File: config.mk
export PLATFORM = sky130hd
export DESIGN_NAME = bwio_port_cfg
export DESIGN_NICKNAME = d
export VERILOG_FILES = /design/src/bwio_pkg.sv /design/src/bwio_port_cfg.sv
export SDC_FILE = /design/constraint.sdc
export NUM_CORES = 1
export LEC_CHECK = 0
export BUFFER_PORTS_ARGS = -buffer_cell sky130_fd_sc_hd__clkbuf_2
export CORE_ASPECT_RATIO = 1.4
export CORE_UTILIZATION = 30
export CTS_CLUSTER_SIZE = 8
export DETAILED_ROUTE_END_ITERATION = 10
export GPL_TIMING_DRIVEN = 0
export HOLD_SLACK_MARGIN = 0.03
export PLACE_DENSITY_LB_ADDON = 0.2
export SLEW_MARGIN = 20
export SYNTH_ARGS = -nofsm -noshare
export SYNTH_HDL_FRONTEND = slang
export SYNTH_SLANG_ARGS = --single-unit
File: constraint.sdc
create_clock -name clk_in -period 1.86 [get_ports clk_in]
set_input_delay 0.093 -clock clk_in [delete_from_list [all_inputs] [get_ports clk_in]]
set_output_delay 0.093 -clock clk_in [all_outputs]
set_load 0.02 [all_outputs]
File: src/bwio_pkg.sv
// Constants and types shared by the bytewise I/O port configuration block
package bwio_pkg;
	localparam int NPORT = 3;
	localparam int PW = 8;
	// Data space addresses, index 0 = port A, 1 = port B, 2 = port C
	localparam logic [2:0][7:0] DATA_ADDR = {8'hc3, 8'hc1, 8'hc0};
	localparam logic [2:0][7:0] DIR_ADDR = {8'hc6, 8'hc5, 8'hc4};
	localparam logic [2:0][7:0] OPT_ADDR = {8'hcf, 8'hce, 8'hcc};
	localparam logic [7:0] REG_RESET = 8'h00;
	localparam logic [7:0] RDATA_UNMAPPED = 8'h00;
	// Lines that reach the converter multiplexer
	localparam logic [2:0][7:0] ANALOG_MASK = {8'hf0, 8'h0f, 8'h00};
	// Alternate function positions
	localparam int PORT_A = 0;
	localparam int PORT_B = 1;
	localparam int SPI_SCL_BIT = 5;
	localparam int SPI_SIN_BIT = 6;
	localparam int SPI_SOUT_BIT = 7;
	localparam int UART_TX_BIT = 0;
	localparam int UART_RX_BIT = 1;
	// Synchroniser starts at the pulled-up idle level, so no false low follows reset
	localparam logic [23:0] PIN_SYNC_RESET = 24'hffffff;

	typedef enum logic [5:0]
	{
		BWIO_IN_PULLUP = 6'h01,
		BWIO_IN_HIZ = 6'h02,
		BWIO_IN_IRQ = 6'h04,
		BWIO_IN_ANALOG = 6'h08,
		BWIO_OUT_OD = 6'h10,
		BWIO_OUT_PP = 6'h20
	} bwio_mode_t;

	typedef struct packed
	{
		logic [7:0] addr;
		logic [7:0] wdata;
		logic wr;
		logic rd;
	} bwio_bus_t;

	typedef struct packed
	{
		logic spi_sout;
		logic uart_txd;
		logic uart_tx_active;
	} bwio_alt_t;
endpackage

File: src/bwio_port_cfg.sv
// Bytewise I/O port configuration: registers, pin modes and alternate functions
`timescale 1ns/1ps

module bwio_port_cfg
(
	input wire logic clk_in,
	input wire logic sys_rst_in,
	input wire bwio_pkg::bwio_bus_t bus_in,
	output logic [7:0] rdata_out,
	input wire bwio_pkg::bwio_alt_t alt_in,
	input wire logic [23:0] pad_in,
	output logic [23:0] pad_out,
	output logic [23:0] pad_oe_n_out,
	output logic [23:0] pullup_en_out,
	output logic [23:0] analog_sel_out,
	output logic [2:0] irq_level_n_out,
	output logic spi_sin_out,
	output logic spi_scl_out,
	output logic uart_rxd_out
);

	// ******************************************************************
	// Mode decode
	// ******************************************************************
	function automatic bwio_pkg::bwio_mode_t pin_mode(input logic dir, input logic opt, input logic val);
		bwio_pkg::bwio_mode_t m;
		m = bwio_pkg::BWIO_IN_PULLUP;
		case ({dir, opt, val})
			3'h0: m = bwio_pkg::BWIO_IN_PULLUP;
			3'h1: m = bwio_pkg::BWIO_IN_HIZ;
			3'h2: m = bwio_pkg::BWIO_IN_IRQ;
			3'h3: m = bwio_pkg::BWIO_IN_ANALOG;
			3'h4, 3'h5: m = bwio_pkg::BWIO_OUT_OD;
			3'h6, 3'h7: m = bwio_pkg::BWIO_OUT_PP;
			default: m = bwio_pkg::BWIO_IN_PULLUP;
		endcase
		return m;
	endfunction

	// ******************************************************************
	// Address decode
	// ******************************************************************
	// One compare per register, shared by the write strobes and the read mux
	function automatic logic hit_dir(input logic [7:0] addr, input int port);
		return addr == bwio_pkg::DIR_ADDR[port];
	endfunction

	function automatic logic hit_opt(input logic [7:0] addr, input int port);
		return addr == bwio_pkg::OPT_ADDR[port];
	endfunction

	function automatic logic hit_data(input logic [7:0] addr, input int port);
		return addr == bwio_pkg::DATA_ADDR[port];
	endfunction

	// Lines without a converter switch decode analog mode but never close one
	function automatic logic analog_capable(input int port, input int line);
		return bwio_pkg::ANALOG_MASK[port][line];
	endfunction

	// ******************************************************************
	// Pin synchroniser
	// ******************************************************************
	logic [23:0] pin_s1_q;
	logic [23:0] pin_s2_q;

	always_ff @(posedge clk_in)
	begin
		if (sys_rst_in)
		begin
			pin_s1_q <= bwio_pkg::PIN_SYNC_RESET;
			pin_s2_q <= bwio_pkg::PIN_SYNC_RESET;
		end
		else
		begin
			pin_s1_q <= pad_in;
			pin_s2_q <= pin_s1_q;
		end
	end

	// ******************************************************************
	// Port registers
	// ******************************************************************
	logic [2:0][7:0] dir_q;
	logic [2:0][7:0] opt_q;
	logic [2:0][7:0] val_q;
	logic [2:0][7:0] pin_lvl;
	logic [2:0][7:0] irq_en;

	// ******************************************************************
	// Write strobes
	// ******************************************************************
	logic [2:0] dir_wr;
	logic [2:0] opt_wr;
	logic [2:0] val_wr;

	always_comb
	begin
		for (int i = 0; i < bwio_pkg::NPORT; i++)
		begin
			dir_wr[i] = bus_in.wr && hit_dir(bus_in.addr, i);
			opt_wr[i] = bus_in.wr && hit_opt(bus_in.addr, i);
			val_wr[i] = bus_in.wr && hit_data(bus_in.addr, i);
		end
	end

	genvar p;
	genvar b;
	generate
		for (p = 0; p < bwio_pkg::NPORT; p++)
		begin : g_port
			assign pin_lvl[p] = pin_s2_q[p*8 +: 8];

			// Whole-byte writes; every bit lands on its own pin
			always_ff @(posedge clk_in)
			begin
				if (sys_rst_in)
					dir_q[p] <= bwio_pkg::REG_RESET;
				else if (dir_wr[p])
					dir_q[p] <= bus_in.wdata;
			end

			always_ff @(posedge clk_in)
			begin
				if (sys_rst_in)
					opt_q[p] <= bwio_pkg::REG_RESET;
				else if (opt_wr[p])
					opt_q[p] <= bus_in.wdata;
			end

			// The data latch also picks the input flavour, so a stray write reconfigures inputs
			always_ff @(posedge clk_in)
			begin
				if (sys_rst_in)
					val_q[p] <= bwio_pkg::REG_RESET;
				else if (val_wr[p])
					val_q[p] <= bus_in.wdata;
			end

			// Low level at port level; edge and level selection lives in the interrupt controller
			always_ff @(posedge clk_in)
			begin
				if (sys_rst_in)
					irq_level_n_out[p] <= 1'b1;
				else
					irq_level_n_out[p] <= ~|(irq_en[p] & ~pin_lvl[p]);
			end

			for (b = 0; b < bwio_pkg::PW; b++)
			begin : g_bit
				bwio_pkg::bwio_mode_t mode;
				logic drv_val;
				logic od_n;
				logic pp_n;
				logic pu;
				logic ana;

				assign mode = pin_mode(dir_q[p][b], opt_q[p][b], val_q[p][b]);
				assign irq_en[p][b] = (mode == bwio_pkg::BWIO_IN_IRQ);

				always_comb
				begin
					drv_val = val_q[p][b];
					if (p == bwio_pkg::PORT_B && b == bwio_pkg::UART_TX_BIT && alt_in.uart_tx_active)
						drv_val = alt_in.uart_txd;
					od_n = drv_val;
					// Serial data-out only reaches the pin in open-drain mode
					if (p == bwio_pkg::PORT_A && b == bwio_pkg::SPI_SOUT_BIT)
						od_n = drv_val & alt_in.spi_sout;
					pp_n = 1'b1;
					pu = 1'b0;
					ana = 1'b0;
					case (mode)
						bwio_pkg::BWIO_IN_PULLUP: pu = 1'b1;
						bwio_pkg::BWIO_IN_HIZ: pu = 1'b0;
						bwio_pkg::BWIO_IN_IRQ: pu = 1'b1;
						bwio_pkg::BWIO_IN_ANALOG: ana = analog_capable(p, b);
						bwio_pkg::BWIO_OUT_OD: pp_n = od_n;
						bwio_pkg::BWIO_OUT_PP: pp_n = 1'b0;
						default: pu = 1'b1;
					endcase
				end

				// Open drain drives only a low; push-pull drives the value both ways
				always_ff @(posedge clk_in)
				begin
					if (sys_rst_in)
						pad_out[p*8+b] <= 1'b0;
					else
						pad_out[p*8+b] <= (mode == bwio_pkg::BWIO_OUT_PP) ? drv_val : 1'b0;
				end

				always_ff @(posedge clk_in)
				begin
					if (sys_rst_in)
						pad_oe_n_out[p*8+b] <= 1'b1;
					else
						pad_oe_n_out[p*8+b] <= pp_n;
				end

				// Pull-up stays on through reset so that no line floats before software runs
				always_ff @(posedge clk_in)
				begin
					if (sys_rst_in)
						pullup_en_out[p*8+b] <= 1'b1;
					else
						pullup_en_out[p*8+b] <= pu;
				end

				always_ff @(posedge clk_in)
				begin
					if (sys_rst_in)
						analog_sel_out[p*8+b] <= 1'b0;
					else
						analog_sel_out[p*8+b] <= ana;
				end
			end
		end
	endgenerate

	// ******************************************************************
	// Serial peripheral inputs
	// ******************************************************************
	// Pins stay readable as port bits; peripherals see them only while inputs
	// An output pin shows the idle high, so the peripheral sees no spurious edges
	always_ff @(posedge clk_in)
	begin
		if (sys_rst_in)
			spi_sin_out <= 1'b1;
		else
			spi_sin_out <= dir_q[bwio_pkg::PORT_A][bwio_pkg::SPI_SIN_BIT] ?
				1'b1 : pin_lvl[bwio_pkg::PORT_A][bwio_pkg::SPI_SIN_BIT];
	end

	always_ff @(posedge clk_in)
	begin
		if (sys_rst_in)
			spi_scl_out <= 1'b1;
		else
			spi_scl_out <= dir_q[bwio_pkg::PORT_A][bwio_pkg::SPI_SCL_BIT] ?
				1'b1 : pin_lvl[bwio_pkg::PORT_A][bwio_pkg::SPI_SCL_BIT];
	end

	always_ff @(posedge clk_in)
	begin
		if (sys_rst_in)
			uart_rxd_out <= 1'b1;
		else
			uart_rxd_out <= dir_q[bwio_pkg::PORT_B][bwio_pkg::UART_RX_BIT] ?
				1'b1 : pin_lvl[bwio_pkg::PORT_B][bwio_pkg::UART_RX_BIT];
	end

	// ******************************************************************
	// Read path
	// ******************************************************************
	logic [7:0] rdata_d;

	always_comb
	begin
		rdata_d = bwio_pkg::RDATA_UNMAPPED;
		for (int i = 0; i < bwio_pkg::NPORT; i++)
		begin
			if (hit_dir(bus_in.addr, i))
				rdata_d = dir_q[i];
			if (hit_opt(bus_in.addr, i))
				rdata_d = opt_q[i];
			// Input bits show the pin, output bits the latch; read-modify-write hazard
			if (hit_data(bus_in.addr, i))
				rdata_d = (dir_q[i] & val_q[i]) | (~dir_q[i] & pin_lvl[i]);
		end
	end

	always_ff @(posedge clk_in)
	begin
		if (sys_rst_in)
			rdata_out <= bwio_pkg::RDATA_UNMAPPED;
		else if (bus_in.rd)
			rdata_out <= rdata_d;
	end

endmodule

**Yosys cells after proc, flatten, opt, wreduce, memory -nomap -nowiden**

Memory sizes are Yosys's and may differ from the RTL's.
Cells that the tools add are included.

- Memories: 24
- Output and inout port bits: 110
- Input port bits: 47
- Flip-flop bits (word level): 214
- Memory bits (read-only): 1152
- Word-level logic and storage cells: 426

Memories:

| name | words | bits a word | rd ports | clocked after memory_dff | wr ports | line | source |
|---|---|---|---|---|---|---|---|
| (name not given) | 8 | 6 | 1 | 0 | 0 | bwio_port_cfg.sv:28 | `case ({dir, opt, val})` |
| (name not given) | 8 | 6 | 1 | 0 | 0 | bwio_port_cfg.sv:28 |  |
| (name not given) | 8 | 6 | 1 | 0 | 0 | bwio_port_cfg.sv:28 |  |
| (name not given) | 8 | 6 | 1 | 0 | 0 | bwio_port_cfg.sv:28 |  |
| (name not given) | 8 | 6 | 1 | 0 | 0 | bwio_port_cfg.sv:28 |  |
| (name not given) | 8 | 6 | 1 | 0 | 0 | bwio_port_cfg.sv:28 |  |
| 18 more memories | -- | -- | -- | -- | -- | -- |  |

- Muxes and demuxes: 66
- Reductions and logical operators: 66
- Bitwise logic cells: 43
- Equality and inequality tests: 129

Operator list:

| cell | count |
|---|---|
| == test 6 x 2 -> 1 bit (second input constant) | 24 |
| == test 6 x 3 -> 1 bit (second input constant) | 24 |
| == test 6 x 4 -> 1 bit (second input constant) | 24 |
| == test 6 x 5 -> 1 bit (second input constant) | 24 |
| == test 6 bit (second input constant) | 24 |
| OR reduction 4 bit | 24 |
| AND 8 bit | 9 |
| == test 8 bit (second input constant) | 9 |
| 2-to-1 mux 8 bit | 9 |
| OR reduction 2 bit | 27 |
| inverter 8 bit | 6 |
| one-hot mux 1 bit (2 select lines) | 24 |
| 2-to-1 mux 1 bit | 33 |
| inverter 1 bit | 24 |
| OR 8 bit | 3 |
| OR reduction 8 bit | 3 |
| logical AND 1 bit | 9 |
| logical NOT 1 bit | 3 |
| AND 1 bit | 1 |

**Logic depth before layout (Yosys ltp)**

Gate-level depths: netlist of the first run.

- Depth in word-level cells: 10
- Mapped depth: 9
- Gate-level depth less buffers: 5

**Least setup slack after synthesis of the first run**

No wires, ideal clock.

- Path type: flip-flop to flip-flop
- Start: register dir_q[9] (netlist bit)
- End: register rdata_out[1]
- Library setup time: 0.128 ns
- Cell stages (with the launch flop): 7
- Path slack: 0.442 ns
- Arrival: 1.290 ns
- Period minus slack after synthesis: 1.418 ns
- Cell sequence: dfxtp_1 > clkbuf_1 > mux2_2 > a32oi_1 > o21ai_0 > o21ai_1 > a21boi_1

- Word-level cells in the longest chain between the ends: 7

Ends and longest elaborated chain:

| element | line | source |
|---|---|---|
| from (decl) | bwio_port_cfg.sv:84 | `logic [2:0][7:0] dir_q;` |
| from (signal, indexed assignment) | bwio_port_cfg.sv:118 | `dir_q[p] <= bwio_pkg::REG_RESET;` |
| from (signal, indexed assignment) | bwio_port_cfg.sv:120 | `dir_q[p] <= bus_in.wdata;` |
| inverter 8 bit | bwio_port_cfg.sv:269 | `rdata_d = (dir_q[i] & val_q[i]) \| (~dir_q[i] & pin_lvl[i]);` |
| AND 8 bit | bwio_port_cfg.sv:269 |  |
| OR 8 bit | bwio_port_cfg.sv:269 |  |
| 2-to-1 mux 8 bit * | bwio_port_cfg.sv:268 | `if (hit_data(bus_in.addr, i))` |
| 2-to-1 mux 8 bit * | bwio_port_cfg.sv:263 | `if (hit_dir(bus_in.addr, i))` |
| 2-to-1 mux 8 bit * | bwio_port_cfg.sv:265 | `if (hit_opt(bus_in.addr, i))` |
| 2-to-1 mux 8 bit * | bwio_port_cfg.sv:268 |  |
| to (signal assigned) | bwio_port_cfg.sv:276 | `rdata_out <= bwio_pkg::RDATA_UNMAPPED;` |
| to (signal assigned) | bwio_port_cfg.sv:278 | `rdata_out <= rdata_d;` |
| to (decl) | bwio_port_cfg.sv:9 | `output logic [7:0] rdata_out,` |

Mark *: on every way between the ends. The rest lies on a longest branch, timed or not.
A chain may end at the register's enable or synchronous reset.

**Final worst setup path of the first run**

- Start: register dir_q[6] (netlist bit)
- End: register rdata_out[6]

- Word-level cells in the longest chain between the ends: 10

Ends and longest elaborated chain:

| element | line |
|---|---|
| inverter 8 bit | bwio_port_cfg.sv:269 |
| AND 8 bit | bwio_port_cfg.sv:269 |
| OR 8 bit | bwio_port_cfg.sv:269 |
| 2-to-1 mux 8 bit * | bwio_port_cfg.sv:268 |
| 2-to-1 mux 8 bit * | bwio_port_cfg.sv:263 |
| 2-to-1 mux 8 bit * | bwio_port_cfg.sv:265 |
| 2-to-1 mux 8 bit * | bwio_port_cfg.sv:268 |
| 2-to-1 mux 8 bit * | bwio_port_cfg.sv:263 |
| 2-to-1 mux 8 bit * | bwio_port_cfg.sv:265 |
| 2-to-1 mux 8 bit * | bwio_port_cfg.sv:268 |

Marked as above.

==> results by group, run 1 <==
Critical path
  • Startpoint Class: flop
  • Critical setup path kind: reg -> reg
  • Critical Path RT: roughly 2.3 ns
  • Largest stage delay, worst path: approximately 0.75 ns
  • Crit path max fanout: 7
  • Worst-path cell chain: mux2_2 -> nand3_1 -> a311oi_1 -> a2111oi_4 -> o22ai_1
  • CP arrival: about 2.2 ns
  • CP endpoint kind: flop
  • Crit path max-delay cell type: a311oi_1

Clock network
  • Setup repair bufs after CTS: 0
  • Clock transition at the registers of the reported paths: 0.05 ns
  • Root buffer cell: clkbuf_16
  • Clock Path Buffers: 3
  • Worst-skew pair later-pin latency: 0.55 ns
  • CTS Sinks: approximately 210
  • CTS tree: yes
  • Clock H-tree levels: 1
  • CTS Buf Count: 30

Die
  • Row cnt: ~70
  • Horiz. Die Dim: approximately 140 um
  • Die area: 0.0286 mm^2
  • Initial Util: 0.304
  • I/O pins: 157
  • Die height: about 200 um
  • Core footprint: 0.0276 mm^2

GRT
  • Number of global-route vias before repair: about 6.7k
  • Initial antenna violation count: 0
  • Largest net degree at the start of global routing: 15
  • GRT Total Usage: 0.195
  • Global-route wire length before repair: about 41000 um
  • Grt ovf: 0

Timing
  • Fin. max-slew vios: 0
  • WHS: 0.0802 ns
  • Setup Viol. Count Final: 0
  • Worst Tran Pin Value: between 0.8 and 0.9 ns
  • Final worst setup slack: roughly 0.10 ns
  • Clock Skew: ~0.013 ns
  • Tcrit/Tclk final: 0.944
  • RSZ-0062 raised after global routing: true
  • Setup TNS: 0 ns
  • Max Clk Rate: between 500 and 600 MHz
  • Final Critical Period: about 1.8 ns
  • Hold Vio Cnt, Final: 0
  • Relative slew margins: 0.404

Detailed routing
  • Vias/cell: 4.74
  • Final WL: between 20000 and 30000 um
  • DRT iter0 DRCs: roughly 370
  • Wire per inst: 19.1 um
  • Total number of vias: between 6k and 7k
  • Initial DRT Pass Iterations: 5
  • Post-DRT Antenna Nets: 0
  • DRC: 0

Synth
  • Synthesized instance count: between 800 and 900
  • Synth top area share: 0.511
  • Yosys top cell by area: dfxtp_1
  • Post-synthesis simple-gate area fraction: 0.226
  • Seq/Total Area, Yosys: 0.511
  • Synth Area in Compound Gates: 0.123
  • Mux cell area share after synthesis: 0.0773
  • Largest family of logic cells by synthesized area: simple AND/OR/NAND/NOR gates
  • FF+latch count, synth: ~210
  • Xor and xnor area share after synthesis: 0
  • Number of synthesized flops with an enable pin: 0
  • Warnings from Yosys: 0
  • Area share of fa/ha/maj cells after synthesis: 0
  • Post-synth ARST share: 0
  • Unique masters post-synth: just under 60
  • Area contributors post-synth: dfxtp_1 51%, mux2i_1 6.9%, or2_2 3.6%
  • Syn avg cell area: ~9.7 um^2
  • Cell Area, Synth: 0.00838 mm^2
  • Top_reg_cell synth: dfxtp_1

Place
  • Placed cell areas: approximately 0.0095 mm^2
  • IO buf count: about 130
  • Dpl hpwl: 20500 um
  • Dpl ws: -0.451 ns
  • Placed Cells incl. Taps: between 1k and 1.5k
  • Routability cong.: approximately 0.91

Pwr
  • PwrDens: between 900 and 1000 mW/mm^2
  • Leakage power total: 4.49 nW
  • Max VDD drop: ~0.73 mV

Flow run
  • Max cap viols: 0

Final layout
  • Design Area, Final: around 0.011 mm^2
  • Number of diodes: 0
  • Post-Layout Cell Count: approximately 1.4k
  • Layout cells sized above 1: 0.246
  • NumNets Final: between 1k and 1.5k
  • Layout area overhead: 26.8%

Status
  • Status: finished, final reports clean

Hold path
  • Hold WC Path Type: in -> reg
## placed cells by master (no fill, tap or decap), drive strengths merged, types with 4 or more instances in the layout
master / instances
a211oi: 7
a21o: 7
a21oi: 43
a22o: 4
a32oi: 4
and3: 20
buf: 37
clkbuf: 200
conb: 16
dfxtp: 214
dlygate4sd3: 31
inv: 21
mux2: 6
mux2i: 58
nand2: 51
nand2b: 13
nand3: 28
nand3b: 8
nand4: 5
nor2: 62
nor2b: 29
nor3: 11
nor3b: 10
nor4: 8
nor4b: 23
o211ai: 4
o21ai: 31
o21bai: 24
o22ai: 5
o32ai: 7
or2: 49
## layer usage
layer,up-vias,part of all wire,track usage
met5,-,0,0
li1,3363,-,-
met1,3164,0.41,0.226
met3,46,0.053,0.0277
met2,237,0.50,0.350
met4,0,0.042,0.0969
## cell families after synthesis
logic type | Yosys count
muxes | 64
DFF | 214
AOI/OAI and AO/OA | 156
buffers and inverters | 99
and+or+nand+nor | 328
other | 1
## state kept, by name (all words and copies together), names as in the netlist
| register | count |
|---|---|
| spi_sin_out | 1 |
| pad_out | 24 |
| pin_s1_q | 24 |
| dir_q | 24 |
| pullup_en_out | 24 |
| analog_sel_out | 8 |
| val_q | 1 |
| pin_lvl | 24 |
| spi_scl_out | 1 |
| irq_level_n_out | 3 |
| g_port.g_bit.drv_val | 23 |
| rdata_out | 8 |
| opt_q | 24 |
| uart_rxd_out | 1 |
| pad_oe_n_out | 24 |
## critical path, delay by kind of cell (launching register included)
kind            cells  cell delay [ns]
compound gates      3             0.97
flops               1             0.44
mux                 1             0.19
simple gates        1             0.08
## report_power, final
part / internal, W / switching, W / leakage (nW)
Clock: 0.00289 / 0.00184 / 0.384
Combinational: 0.000225 / 0.000349 / 2.37
Sequential: 0.00465 / 0.0000313 / 1.74
## cells in the mapped netlist (8+ instances only)
cell type and n:
dfxtp_1 214, nor2_1 61, mux2i_1 58, nand2_1 51, or2_2 48, a21oi_1 43
clkbuf_1 40, nor2b_1 28, o21ai_0 27, nand3_1 25, o21bai_1 24, nor4b_1 23
inv_1 21, and3_1 19, buf_4 19, nand2b_1 13, nor3b_1 10, buf_2 9
buf_6 8, nand3b_1 8, nor3_1 8, nor4_1 8
## what timing repair did
| action | 4_1_cts | 5_1_grt |
|---|---|---|
| gates resized for setup | 0 | 1 |
| endpoints found under the hold margin | 31 | 0 |
| hold buffers | 31 | 0 |
| endpoints found under the setup margin | 0 | 2 |
## path summary, 6_finish.rpt
| path | from | to | slack (ns) | depth (start not counted) |
|---|---|---|---|---|
| max | dir_q[6] | rdata_out[6] | 0.10 | 5 |
| min | bus_in[11] | rdata_out[1] | 0.08 | 4 |
| max reg2reg | dir_q[6] | rdata_out[6] | 0.10 | 5 |
| min reg2reg | pin_s1_q[7] | pin_lvl[7] | 0.40 | 1 |
## metrics by stage
stage,power [W],util
floorplan,0.00508,-
global placement,0.00529,0.346
detailed placement,0.00529,0.346
CTS,0.0101,0.386
global route,0.0103,0.386
finish,0.00998,0.386
## final cells by class
class                   instances  area [um^2]
inverters                      21         78.8
well taps                     370          463
multi-input cells             564         3640
flip-flops and latches        214         4280
clock buffers                  33          783
plain buffers                  77          433
repair buffers                158          946
fillers                      2857        16900
(Power assumes the default switching activity.)
==> inputs of run 2 (changes only) <==
- BUFFER_PORTS_ARGS: -buffer_cell sky130_fd_sc_hd__clkbuf_2 -> default
- CORE_MARGIN: default -> 1.5
- DONT_BUFFER_PORTS: default -> 1
- HOLD_SLACK_MARGIN: 0.03 -> default
==> run 2 against run 1 <==
Global-route usage is 0.54 points lower. Critical endpoint unchanged. Sequential cell count stayed put. Highest routed layer unchanged. Wire length is 0.83% lower. Sequential power hardly changed. Clock skew is 0.0053 ns lower.
==> results by group, run 2 (synthesized netlist as in run 1, its figures left out) <==
Status
  • Status: finished, final reports clean

Critical path
  • Crit path max-delay cell type: a311oi_1
  • CP endpoint kind: flop
  • Worst-path cell chain: mux2_2 -> nand3_1 -> a311oi_1 -> a2111oi_4 -> o22ai_1
  • Crit path max fanout: 7 (unchanged)
  • Buf/Inv on CP: 0 (unchanged)
  • Family with the most delay on the worst path: compound AO/OA/AOI/OAI gates
  • Critical setup path kind: reg -> reg
  • Startpoint Class: flop
  • CP arrival: 2.18 ns (-0.04 ns)
  • Largest stage delay, worst path: 0.69 ns (-0.06 ns)
  • Critical Path RT: 2.32 ns (about the same)

Clock network
  • Setup repair bufs after CTS: 0 (unchanged)
  • Worst-skew pair later-pin latency: 0.54 ns (about the same)
  • Clock Path Buffers: 3 (unchanged)
  • CTS Buf Count: 30 (unchanged)
  • Root buffer cell: clkbuf_16
  • Clock H-tree levels: 1 (unchanged)
  • CTS tree: yes
  • Clock transition at the registers of the reported paths: 0.05 ns (about the same)
  • CTS Sinks: 214 (unchanged)

GRT
  • Global route hottest layer: met2
  • Met1 usage: 0.226 (-0.000268)
  • Grt ovf: 0 (unchanged)
  • Met2 Usage GRT: 0.333 (-0.0171)
  • Largest net degree at the start of global routing: 15 (unchanged)
  • Number of global-route vias before repair: 6409 (-3.8%)
  • Initial antenna violation count: 0 (unchanged)
  • Met3 GRT Util: 0.0372 (+0.00954)
  • Global-route wire length before repair: 40700 um (-0.59%)
  • GRT Total Usage: 0.190 (-0.00539)

Place
  • Dpl hpwl: 20500 um (about the same)
  • Routability cong.: 0.925 (+2.0%)
  • Placed cell areas: 0.00890 mm^2 (-6.7%)
  • IO buf count: 0 (-100%)

Timing
  • WHS: 0.0313 ns (-0.0489 ns)
  • Setup Viol. Count Final: 0 (unchanged)
  • Final Critical Period: 1.72 ns (-0.0311 ns)
  • Max Clk Rate: 580 MHz (+1.8%)
  • Hold Vio Cnt, Final: 0 (unchanged)
  • RSZ-0062 raised after global routing: false
  • Worst Tran Pin Value: 0.811 ns (-0.0825 ns)
  • Relative slew margins: 0.459 (+0.0550)
  • Fin. max-slew vios: 0 (unchanged)
  • Tcrit/Tclk final: 0.927 (-0.0167)
  • Clock Skew: 0.00774 ns (-0.00527 ns)

Die
  • Core footprint: 0.0276 mm^2 (unchanged)
  • I/O pins: 157 (unchanged)
  • Die area: 0.0290 mm^2 (+1.2%)
  • Die height: 201 um (+0.50%)
  • Initial Util: 0.304 (unchanged)
  • Horiz. Die Dim: 144 um (+0.70%)
  • Row cnt: 72 (unchanged)

Pwr
  • PwrDens: 1000 mW/mm^2 (+6.6%)
  • Max VDD drop: 0.605 mV (-17%)
  • Pwr Total: 0.00998 W (about the same)
  • Leakage power total: 3.96 nW (-12%)

Final layout
  • Layout cells sized above 1: 0.146 (-0.100)
  • Area of the multi-input gates: 0.00364 mm^2 (about the same)
  • Layout area overhead: 18.9%
  • Final core occ: 0.362 (-0.0240)
  • Most common cell after layout, fill and taps aside: dfxtp_1
  • Design Area, Final: 0.00997 mm^2 (-6.2%)
  • NumNets Final: 983 (-12%)
  • Highest-count cells in the layout ignoring fill and taps: 214 x dfxtp_1, 61 x nor2_1, 58 x mux2i_1
  • Filler cells: 2827 (-1.1%)
  • Sequential cell area: 0.00428 mm^2 (unchanged)
  • Number of diodes: 0 (unchanged)

Detailed routing
  • Post-DRT Antenna Nets: 0 (unchanged)
  • DRC: 0 (unchanged)
  • Final WL: 27300 um (-0.83%)
  • DRT iter0 DRCs: 336 (-9.9%)
  • Initial DRT Pass Iterations: 5 (unchanged)
  • Total number of vias: 6386 (-6.2%)
  • Wire per inst: 20.9 um (+9.1%)
  • Vias/cell: 4.89 (+3.2%)

Flow run
  • Max cap viols: 0 (unchanged)

Hold path
  • Hold WC Path Type: in -> reg
run 2: changes by cell type in the layout (fill, tap and decap cells not counted), sizes merged:
| cell | previous run | this run |
|---|---|---|
| dlygate4sd3 | 31 | 28 |
| clkbuf | 200 | 72 |
run 2: final cells by class:
class                      instances  share of cell area
buffer                            77              0.0434
clock buffer                      32              0.0792
inverter                          21             0.00791
multi-input combinational        564               0.365
sequential                       214               0.430
tap                              370              0.0464
timing repair buffer              28              0.0281
run 2: per-layer routing:
| metal | up-vias | part of all wire |
|---|---|---|
| met4 | 0 | 0.032 |
| li1 | 3103 | - |
| met5 | - | 0 |
| met2 | 226 | 0.50 |
| met3 | 46 | 0.059 |
| met1 | 3011 | 0.41 |
run 2: worst reg2reg max path: stages (launching register included):
cell and delay [ns]:
dfxtp_1 0.45, mux2_2 0.20, nand3_1 0.08, a311oi_1 0.69
a2111oi_4 0.04, o22ai_1 0.18
run 2: where the power goes:
| group | total (W) | switching [W] | internal, W |
|---|---|---|---|
| logic | 0.000523 | 0.000328 | 0.000195 |
| clock network | 0.00477 | 0.00185 | 0.00292 |
| registers | 0.00469 | 0.0000369 | 0.00465 |
run 2: worst paths after layout:
path         slack [ns]        start  cells after the start      endpoint
max                0.14     dir_q[6]                      5  rdata_out[6]
min reg2reg        0.40  pin_s1_q[7]                      1    pin_lvl[7]
min                0.03    bus_in[7]                      3     opt_q[21]
max reg2reg        0.14     dir_q[6]                      5  rdata_out[6]
run 2: metrics by stage:
step,setup TNS (ns),worst slack [ns],cells
global placement,-34.98,-0.476,1247
CTS,0,0.132,1306
floorplan,0,0.442,877
detailed placement,-33.68,-0.442,1247
finish,0,0.136,1306
global route,0,0.00701,1306
run 2: timing repair:
action,CTS,global route
endpoints found under the setup margin,1,0
resized for setup,0,0
hold buffers,28,0
hold endpoints to repair,35,0
